<file path="src/design/csrm_pkg.sv">
package csrm_pkg;

	// Register byte offsets; the printed offsets are all multiples of four only partly, so
	// they are kept as indices and the byte address is four times the index.
	localparam logic [11:0] IDX_PRESENCE = 12'h22c;
	localparam logic [11:0] IDX_LOOPSTATE = 12'h22d;
	localparam logic [11:0] IDX_MONSEL = 12'h230;
	localparam logic [11:0] IDX_IRQSTAT = 12'h240;
	localparam logic [11:0] IDX_IRQMASK = 12'h241;
	localparam logic [13:0] ADDR_PRESENCE = {IDX_PRESENCE, 2'h0};
	localparam logic [13:0] ADDR_LOOPSTATE = {IDX_LOOPSTATE, 2'h0};
	localparam logic [13:0] ADDR_MONSEL = {IDX_MONSEL, 2'h0};
	localparam logic [13:0] ADDR_IRQSTAT = {IDX_IRQSTAT, 2'h0};
	localparam logic [13:0] ADDR_IRQMASK = {IDX_IRQMASK, 2'h0};

	// Field positions of the loop state register.
	localparam int POS_HOLDOVER = 3;
	localparam int POS_AUTOSEL = 2;
	localparam int POS_CALIB = 0;
	localparam int MONSEL_W = 6;

	localparam logic [5:0] MONSEL_RESET = 6'h00;
	localparam logic [7:0] IRQMASK_RESET = 8'h00;

	// Monitor selector codes.
	localparam logic [5:0] SEL_BOTHLOCK = 6'h01;
	localparam logic [5:0] SEL_LOCKIN = 6'h02;
	localparam logic [5:0] SEL_LOCKOUT = 6'h03;
	localparam logic [5:0] SEL_REFSMISS = 6'h04;
	localparam logic [5:0] SEL_MISSLOCK = 6'h05;
	localparam logic [5:0] SEL_REFBSEL = 6'h06;
	localparam logic [5:0] SEL_OKREFA = 6'h07;
	localparam logic [5:0] SEL_OKREFB = 6'h08;
	localparam logic [5:0] SEL_OKTEST = 6'h09;
	localparam logic [5:0] SEL_OKOSC = 6'h0a;
	localparam logic [5:0] SEL_OKINFB = 6'h0b;
	localparam logic [5:0] SEL_OKOUTREF = 6'h0c;
	localparam logic [5:0] SEL_BOTHREFOK = 6'h0e;
	localparam logic [5:0] SEL_ALLOK = 6'h0f;
	localparam logic [5:0] SEL_DIVFB = 6'h10;
	localparam logic [5:0] SEL_DIVDN = 6'h11;
	localparam logic [5:0] SEL_DIVREF = 6'h12;
	localparam logic [5:0] SEL_DIVUP = 6'h13;

	// Live conditions of the clock generator.
	typedef struct packed {
		logic outLoopRefOk;
		logic outLoopFbOk;
		logic oscOk;
		logic testRefOk;
		logic refBOk;
		logic refAOk;
		logic outLoopLock;
		logic inLoopLock;
		logic holdover;
		logic autoSelRefB;
		logic calibBusy;
	} csrm_status_t;

	// Raw loop clocks to be halved for the monitor.
	typedef struct packed {
		logic fb;
		logic pfdDown;
		logic refClk;
		logic pfdUp;
	} csrm_loopclk_t;

	typedef struct packed {
		logic        psel;
		logic        penable;
		logic        pwrite;
		logic [15:0] paddr;
		logic [31:0] pwdata;
	} csrm_apb_req_t;

	typedef struct packed {
		logic        pready;
		logic        pslverr;
		logic [31:0] prdata;
	} csrm_apb_rsp_t;

	// Used only by the top, to build the presence byte.
	function automatic logic [7:0] csrm_presence_byte(input csrm_status_t s);
		return {s.outLoopRefOk, s.outLoopFbOk, s.oscOk, s.testRefOk,
			s.refBOk, s.refAOk, s.outLoopLock, s.inLoopLock};
	endfunction

endpackage

</file>
<file path="src/design/csrm_halver.sv">
`timescale 1ns/1ns
`default_nettype none
// Halves each loop clock: a flop toggles on every rising edge seen at mclk.
module csrm_halver (
	input  wire logic                   mclk,
	input  wire logic                   rst,
	input  wire logic                   ce,
	input  wire csrm_pkg::csrm_loopclk_t rawClk,
	output var  csrm_pkg::csrm_loopclk_t halfClk
);
	typedef struct packed {
		csrm_pkg::csrm_loopclk_t prev;
		csrm_pkg::csrm_loopclk_t half;
	} csrm_halver_t;

	csrm_halver_t state_q;
	csrm_halver_t state_d;

	always_comb begin
		state_d = state_q;
		state_d.prev = rawClk;
		state_d.half = state_q.half ^ (rawClk & ~state_q.prev);
	end

	always_ff @(posedge mclk) begin
		if (rst) begin
			state_q <= '0;
		end else if (ce) begin
			state_q <= state_d;
		end
	end

	assign halfClk = state_q.half;
endmodule // csrm_halver
`default_nettype wire

</file>
<file path="src/design/csrm_monmux.sv">
`timescale 1ns/1ns
`default_nettype none
// Registered status monitor selector.
module csrm_monmux (
	input  wire logic                   mclk,
	input  wire logic                   rst,
	input  wire logic                   ce,
	input  wire logic [5:0]             sel,
	input  wire csrm_pkg::csrm_status_t  st,
	input  wire csrm_pkg::csrm_loopclk_t half,
	output var  logic                   monOut
);
	typedef struct packed {
		logic mon;
	} csrm_monmux_t;

	csrm_monmux_t state_q;
	csrm_monmux_t state_d;
	logic         bothMiss;

	always_comb begin
		bothMiss = ~st.refAOk & ~st.refBOk;
		state_d = state_q;
		unique case (sel)
			csrm_pkg::SEL_BOTHLOCK:  state_d.mon = st.inLoopLock & st.outLoopLock;
			csrm_pkg::SEL_LOCKIN:    state_d.mon = st.inLoopLock;
			csrm_pkg::SEL_LOCKOUT:   state_d.mon = st.outLoopLock;
			csrm_pkg::SEL_REFSMISS:  state_d.mon = bothMiss;
			csrm_pkg::SEL_MISSLOCK:  state_d.mon = bothMiss & st.outLoopLock;
			csrm_pkg::SEL_REFBSEL:   state_d.mon = st.autoSelRefB;
			csrm_pkg::SEL_OKREFA:    state_d.mon = st.refAOk;
			csrm_pkg::SEL_OKREFB:    state_d.mon = st.refBOk;
			csrm_pkg::SEL_OKTEST:    state_d.mon = st.testRefOk;
			csrm_pkg::SEL_OKOSC:     state_d.mon = st.oscOk;
			csrm_pkg::SEL_OKINFB:    state_d.mon = st.outLoopFbOk;
			csrm_pkg::SEL_OKOUTREF:  state_d.mon = st.outLoopRefOk;
			csrm_pkg::SEL_BOTHREFOK: state_d.mon = st.refAOk & st.refBOk;
			csrm_pkg::SEL_ALLOK:     state_d.mon = st.refAOk & st.refBOk & st.oscOk
				& st.outLoopFbOk & st.outLoopRefOk;
			csrm_pkg::SEL_DIVFB:     state_d.mon = half.fb;
			csrm_pkg::SEL_DIVDN:     state_d.mon = half.pfdDown;
			csrm_pkg::SEL_DIVREF:    state_d.mon = half.refClk;
			csrm_pkg::SEL_DIVUP:     state_d.mon = half.pfdUp;
			default:                 state_d.mon = 1'b0;
		endcase
	end

	always_ff @(posedge mclk) begin
		if (rst) begin
			state_q <= '0;
		end else if (ce) begin
			state_q <= state_d;
		end
	end

	assign monOut = state_q.mon;
endmodule // csrm_monmux
`default_nettype wire

</file>
<file path="src/design/csrm_top.sv">
`timescale 1ns/1ns
`default_nettype none
module csrm_top (
	input  wire logic                    mclk,
	input  wire logic                    rst,
	input  wire logic                    ce,
	input  wire csrm_pkg::csrm_apb_req_t  apbReq,
	output var  csrm_pkg::csrm_apb_rsp_t  apbRsp,
	input  wire csrm_pkg::csrm_status_t   status,
	input  wire csrm_pkg::csrm_loopclk_t  loopClk,
	output var  logic                    statusMon,
	output var  logic                    irq
);
	typedef struct packed {
		csrm_pkg::csrm_apb_rsp_t rsp;
		logic [5:0]             monSel;
		logic [7:0]             prevPresence;
		logic [7:0]             irqStat;
		logic [7:0]             irqMask;
		logic                   irq;
	} csrm_top_t;

	csrm_top_t               state_q;
	csrm_top_t               state_d;
	csrm_pkg::csrm_loopclk_t halfClk;
	logic                    monOut;
	logic [7:0]              presence;
	logic [7:0]              loopState;
	logic [7:0]              events;
	logic                    access;
	logic                    wrEn;

	csrm_halver u_halver (
		.mclk    (mclk),
		.rst     (rst),
		.ce      (ce),
		.rawClk  (loopClk),
		.halfClk (halfClk)
	);

	csrm_monmux u_monmux (
		.mclk   (mclk),
		.rst    (rst),
		.ce     (ce),
		.sel    (state_q.monSel),
		.st     (status),
		.half   (halfClk),
		.monOut (monOut)
	);

	always_comb begin
		presence = csrm_pkg::csrm_presence_byte(status);
		loopState = 8'h00;
		loopState[csrm_pkg::POS_HOLDOVER] = status.holdover;
		loopState[csrm_pkg::POS_AUTOSEL] = status.autoSelRefB;
		loopState[csrm_pkg::POS_CALIB] = status.calibBusy;
		// Any change of a presence or lock bit is an interrupt event.
		events = presence ^ state_q.prevPresence;
		access = apbReq.psel & apbReq.penable & ~state_q.rsp.pready;
		wrEn = access & apbReq.pwrite;

		state_d = state_q;
		state_d.prevPresence = presence;
		state_d.rsp.pready = access;
		state_d.rsp.pslverr = 1'b0;
		state_d.rsp.prdata = 32'h0000_0000;
		if (access) begin
			unique case (apbReq.paddr[13:0])
				csrm_pkg::ADDR_PRESENCE:  state_d.rsp.prdata = {24'h000000, presence};
				csrm_pkg::ADDR_LOOPSTATE: state_d.rsp.prdata = {24'h000000, loopState};
				csrm_pkg::ADDR_MONSEL:    state_d.rsp.prdata = {26'h0000000, state_q.monSel};
				csrm_pkg::ADDR_IRQSTAT:   state_d.rsp.prdata = {24'h000000, state_q.irqStat};
				csrm_pkg::ADDR_IRQMASK:   state_d.rsp.prdata = {24'h000000, state_q.irqMask};
				default:                  state_d.rsp.pslverr = 1'b1;
			endcase
			if (apbReq.paddr[15:14] != 2'h0) begin
				state_d.rsp.pslverr = 1'b1;
			end
		end
		if (wrEn && apbReq.paddr[15:0] == {2'h0, csrm_pkg::ADDR_MONSEL}) begin
			state_d.monSel = apbReq.pwdata[5:0];
		end
		if (wrEn && apbReq.paddr[15:0] == {2'h0, csrm_pkg::ADDR_IRQMASK}) begin
			state_d.irqMask = apbReq.pwdata[7:0];
		end
		// Write-one-to-clear; a new event in the same cycle wins.
		state_d.irqStat = state_q.irqStat;
		if (wrEn && apbReq.paddr[15:0] == {2'h0, csrm_pkg::ADDR_IRQSTAT}) begin
			state_d.irqStat = state_q.irqStat & ~apbReq.pwdata[7:0];
		end
		state_d.irqStat = state_d.irqStat | events;
		state_d.irq = |(state_d.irqStat & state_d.irqMask);
	end

	always_ff @(posedge mclk) begin
		if (rst) begin
			state_q <= '0;
			state_q.monSel <= csrm_pkg::MONSEL_RESET;
			state_q.irqMask <= csrm_pkg::IRQMASK_RESET;
		end else if (ce) begin
			state_q <= state_d;
		end
	end

	// The previous-presence flop starts at zero, so bits already present at reset
	// release raise one event each in the first enabled cycle.
	assign apbRsp = state_q.rsp;
	assign statusMon = monOut;
	assign irq = state_q.irq;
endmodule // csrm_top
`default_nettype wire

</file>
<file path="config.mk">
export PLATFORM = sky130hd
export DESIGN_NAME = csrm_top
export DESIGN_NICKNAME = d
export VERILOG_FILES = /design/src/design/csrm_pkg.sv /design/src/design/csrm_halver.sv /design/src/design/csrm_monmux.sv /design/src/design/csrm_top.sv
export SDC_FILE = /design/constraint.sdc
export NUM_CORES = 1
export LEC_CHECK = 0
export BUFFER_PORTS_ARGS = -buffer_cell sky130_fd_sc_hd__buf_2
export CAP_MARGIN = 5
export CELL_PAD_IN_SITES_DETAIL_PLACEMENT = 1
export CELL_PAD_IN_SITES_GLOBAL_PLACEMENT = 1
export CORE_MARGIN = 10
export CORE_UTILIZATION = 36
export CTS_CLUSTER_DIAMETER = 200
export DETAILED_ROUTE_END_ITERATION = 6
export PLACE_DENSITY_LB_ADDON = 0.1
export SYNTH_ARGS = -nofsm -noshare
export SYNTH_HDL_FRONTEND = slang
export SYNTH_SLANG_ARGS = --single-unit
</file>
<file path="constraint.sdc">
create_clock -name mclk -period 2.8 [get_ports mclk]
set_input_delay 0.56 -clock mclk [delete_from_list [all_inputs] [get_ports mclk]]
set_output_delay 0.56 -clock mclk [all_outputs]
set_load 0.01 [all_outputs]
</file>
=== Yosys cells after proc, flatten, opt, wreduce, memory -nomap -nowiden ===
Cells that the tools add are included.
Widths: inputs -> output; s select.

* Register bits: 74
* Bits of input ports: 69
* Output and inout bits: 36
* Word-level logic and storage cells: 78

* Eq/ne operators: 26
* Mux-type cells: 7
* Bitwise gates (word level): 21
* Reductions and logical operators: 7

{| class="wikitable"
|+ Operators with widths
! cell !! count
|-
| $eq 14x12->1 const B || 5
|-
| $eq 16x12->1 const B || 3
|-
| $eq 6x4->1 const B || 7
|-
| $pmux 8 s5 || 1
|-
| $mux 33 || 1
|-
| $eq 6x3->1 const B || 4
|-
| $eq 6x5->1 const B || 4
|-
| $pmux 1 s18 || 1
|-
| $and 8x8->8 || 2
|-
| $mux 8 || 2
|-
| $eq 6x2->1 const B || 2
|-
| $and 1x1->1 || 10
|-
| $not 8->8 || 1
|-
| $or 8x8->8 || 1
|-
| $reduce_or 8->1 || 1
|-
| $xor 8x8->8 || 1
|-
| $eq 6x1->1 const B || 1
|-
| $reduce_or 5->1 || 1
|-
| $and 4x4->4 || 1
|-
| $not 4->4 || 1
|-
| $xor 4x4->4 || 1
|-
| $logic_and 1x1->1 || 3
|-
| $not 1->1 || 3
|-
| $mux 1 || 2
|-
| other kinds (2) || 2
|}

=== Longest topological paths before layout ===
* Depth after elaboration: 8
* Depth in mapped cells: 9
* Depth with buffers taken out: 6

=== Hierarchy ===
From an unflattened synthesis, not the netlist that was laid out.

* Cell total of the unflattened synthesis: 369
* Area, all modules: 3103.0 um2

{| class="wikitable"
|+ By module, submodules not included
! module !! instances !! cells an instance !! area an instance (um2) !! sequential area each (um2)
|-
| csrm_top || 1 || 290 || 2373.5 || 820.8
|-
| csrm_halver || 1 || 38 || 406.6 || 160.2
|-
| csrm_monmux || 1 || 41 || 322.8 || 20.0
|}

=== Least setup slack after synthesis ===
Ideal clock, no wire load.

* Kind: input-to-reg
* Start point: input port apbReq[45] in the netlist's numbering
* End point: register state_q, in the netlist irq
* Library setup time: 125 ps
* Arrival: 2423 ps
* Data required time: 2675 ps
* Slack: 252 ps
* Stages on the path: 8
* Buffers on the path: 2
* Cell sequence: or4_1 buf_6 nor4_4 buf_6 nand3_2 a21oi_2 o22ai_1 o41a_1

* Longest elaborated chain between the ends: 6
* Elaborated cells between the ends (all ways): 9
* Those cells by class: eq/ne: 2; mux: 2; bitwise: 2; reduce/logical: 3

{| class="wikitable"
|+ Ends and longest elaborated chain
! element !! RTL line !! source
|-
| start: declaration || csrm_top.sv:7 || <nowiki>input wire csrm_pkg::csrm_apb_req_t apbReq,</nowiki>
|-
| $eq 16x12->1 || csrm_top.sv:88 || <nowiki>if (wrEn && apbReq.paddr[15:0] == {2'h0, csrm_pkg::ADDR_IRQSTAT}) begin</nowiki>
|-
| $logic_and 1x1->1 || csrm_top.sv:88 ||
|-
| $mux 8 || csrm_top.sv:88 ||
|-
| $or 8x8->8 || csrm_top.sv:91 || <nowiki>state_d.irqStat = state_d.irqStat | events;</nowiki>
|-
| $and 8x8->8 (*) || csrm_top.sv:92 || <nowiki>state_d.irq = |(state_d.irqStat & state_d.irqMask);</nowiki>
|-
| $reduce_or 8->1 (*) || csrm_top.sv:92 ||
|-
| end signal: assignment || csrm_top.sv:101 || <nowiki>state_q <= state_d;</nowiki>
|-
| end: declaration || csrm_top.sv:23 || <nowiki>csrm_top_t state_q;</nowiki>
|}

Every way passes the cells marked *; elsewhere a longest branch is shown, timed or not.
A chain may end at the register's enable or synchronous reset.

=== Worst setup path after layout ===
Ends and elaborated chain as after synthesis.

==> flow_metrics.env <==
export IMPL_intPower_mw=1.078
export IMPL_fin_setup_tns_ns=0
export IMPL_drt_pass1_iterations=4
export IMPL_grt_pass1_wl_um=14410
export IMPL_holdBufCountCts=0
export IMPL_wl_per_cell_um=17.96
export IMPL_antenna_found_initial=0
export IMPL_area_delta_synth_final_pct=13.23
export IMPL_grt_ovfl_total=0
export IMPL_drc=0
export IMPL_startpoint_type="input pin"
export IMPL_yosysUniqueCellTypes=55
export IMPL_cp_required_ns=3.00
export IMPL_die_area_sq_um=12220
export IMPL_power_frac_clock_pct=35.1
export IMPL_crit_cells=7
export IMPL_p_leak_nw=1.466
export IMPL_critPathMaxFanout=8
export IMPL_ys_seq_area_share_pct=33.93
export IMPL_start_util_pct=37.60
export IMPL_worstPathCellList="buf_2 -> or4_1 -> nor4_2 -> nand2_2 -> mux2i_1 -> o22ai_1 -> o41a_1"
export IMPL_power_density_nw_per_um2=436.0
export IMPL_maxSlewHeadroom_pct=59.70
export IMPL_peakVddDrop_mv=0.2014
export IMPL_hold_start="apbRsp[4]$_SDFFE_PP0P_"
export IMPL_power_mw=1.456
export IMPL_diodes=0
export IMPL_synthCells=343
export IMPL_synth_edf_count=0
export IMPL_numCtsBuffers=5
export IMPL_cts_setup_buffers=0
export IMPL_min_period_over_period_pct=89.05
export IMPL_ys_flop_type="dfxtp_1"
export IMPL_finClkSkew_ns=0.008206
export IMPL_worstMarginPinSlew_ns=0.6045
export IMPL_critical_path_arrival_ns=2.69
export IMPL_grt_max_degree=33
export IMPL_min_path_cells=2
export IMPL_antenna_left=0
export IMPL_hpwl_um=6898
export IMPL_grt_pass1_vias=2770
export IMPL_final_common_cell="buf_2"
export IMPL_finalHoldViolations=0
export IMPL_drive_gt1_share_pct=24.36
export IMPL_post_route_util_pct=42.57
export IMPL_hold_ws_ns=0.4672
export IMPL_clock_sinks=50
export IMPL_chipWidth_um=110.5
export IMPL_seq_power_share_pct=52.0
export IMPL_clkTransAtPathRegs_ns=0.10
export IMPL_yosys_register_bits=50
export IMPL_totalWireLength_um=8838
export IMPL_vias_per_cell=5.305
export IMPL_yosys_warnings=0
export IMPL_critPathCaptureType="register"
export IMPL_syn_avg_cell_area_sq_um=8.602
export IMPL_p_switching_mw=0.3789
export IMPL_cts_root_buf="clkbuf_8"
export IMPL_crit_buf_inv=1
export IMPL_rsz0062_at_grt="no"
export IMPL_cap_viol_max_count=0
export IMPL_nets=459
export IMPL_layout_common_cells="56 x buf_2, 50 x dfxtp_1, 45 x nor2_1"
export IMPL_critPathTopFamily="simple AND/OR/NAND/NOR gates"
export IMPL_clk_insertion_delay_late_ns=0.31
export IMPL_coreArea_sq_um=7848
export IMPL_grtUsageTotal_pct=14.04
export IMPL_vias=2610
export IMPL_fp_dieH_um=110.5
export IMPL_ctsHtreeMaxLevel=2
export IMPL_setup_viol_count_final=0
export IMPL_synthArstFlopShare_pct=0
export IMPL_finalCriticalPeriod_ns=2.493
export IMPL_io_buffer_count=56
export IMPL_r2r_cells=7
export IMPL_power_frac_comb_pct=12.9
export IMPL_cts_path_max_buffers=2
export IMPL_cp_slowest_cell="or4_1"
export IMPL_gp_congestion=0.8388
export IMPL_r2r_start="apbRsp[33]$_SDFFE_PP0P_"
export IMPL_crit_start="apbReq[45]"
export IMPL_ctsResizeCount=0
export IMPL_fp_row_count=32
export IMPL_syn_area_sq_um=2950
export IMPL_outcome="finished clean"
export IMPL_first_iter_violations=107
export IMPL_clock_fmax_mhz=401.1
export IMPL_cts_tree="done"
export IMPL_ioPinCount=105
export IMPL_drv_slew=0
export IMPL_max_stage_delay_ns=0.64
export IMPL_setup_worst_path_class="input pin to register"
export IMPL_hp_class="register to register"
export IMPL_switching_share_pct=26.01
sequential cells by signal (all words and copies together), names as in the netlist:
register,flops
apbRsp,10
state_q,30
irq,1
u_monmux.monOut,1
u_halver.halfClk,4
u_halver.state_q,4
power groups by stage:
stage / combinational (mW) / sequential, mW / clock, mW
after floorplan: 0.139 / 0.769 / 0
after CTS: 0.189 / 0.758 / 0.529
after global routing: 0.210 / 0.762 / 0.556
after detailed placement: 0.189 / 0.775 / 0
final: 0.188 / 0.758 / 0.511
after global placement: 0.185 / 0.774 / 0
cell usage after synthesis, types with 4 or more instances:
| cell | count | area [sq um] |
|---|---|---|
| nor2_1 | 45 | 168.9 |
| mux2i_1 | 30 | 300.3 |
| clkbuf_1 | 18 | 67.56 |
| a21oi_1 | 17 | 85.08 |
| dfxtp_1 | 50 | 1001 |
| a222oi_1 | 5 | 50.05 |
| nand3b_1 | 6 | 45.04 |
| nand3_1 | 10 | 50.05 |
| o22ai_1 | 4 | 25.02 |
| a22oi_1 | 16 | 120.1 |
| xor2_1 | 10 | 87.58 |
| buf_4 | 34 | 255.2 |
| nand2_1 | 27 | 101.4 |
| nor4_1 | 5 | 31.28 |
stage by stage:
stage | area [sq um] | std cells | worst slack [ns]
after floorplan | 3037 | 366 | 0.2520
final | 3341 | 492 | 0.3067
after detailed placement | 3233 | 485 | -0.05191
after global routing | 3341 | 492 | 0.2068
after global placement | 3233 | 485 | -0.07097
after CTS | 3341 | 492 | 0.2645
worst paths after layout:
kind	endpoint	slack (ns)
setup / recovery	irq$_SDFFE_PP0P_	0.31
hold / removal	apbRsp[4]$_SDFFE_PP0P_	0.47
setup reg to reg	irq$_SDFFE_PP0P_	0.80
hold reg to reg	apbRsp[4]$_SDFFE_PP0P_	0.47
cells by family after synthesis:
| kind of cell | share of synthesized area, % |
|---|---|
| mux | 12.09 |
| flops | 33.93 |
| xor+xnor | 2.968 |
| buf+inv | 12.43 |
| compound gates | 16.24 |
| simple gates | 22.22 |
| other cells | 0.1271 |
worst register-to-register path, cell delays in order (launching register included):
cell	delay [ns]
dfxtp_1	0.33
and3b_1	0.25
and3_1	0.21
buf_4	0.23
nand3_1	0.10
a211oi_1	0.34
o22ai_1	0.12
o41a_1	0.31
routing by layer:
metal  global-route usage, %  wire (um)  vias to the layer above
li1                        -          -                     1273
met1                   16.28       3832                     1265
met2                   25.08       4489                       62
met3                   3.458        394                       10
met4                   3.454        121                        0
met5                       0          0                        -
final cells by class:
class	instances	area, sq um
fill	981	4507
multi-input combinational	257	1669
sequential	50	1001
timing repair buffer	74	427.9
tap	102	127.6
clock buffer	5	68.82
clock inverter	2	38.79
inverter	2	7.507
Power figures use the tool's default switching activity.
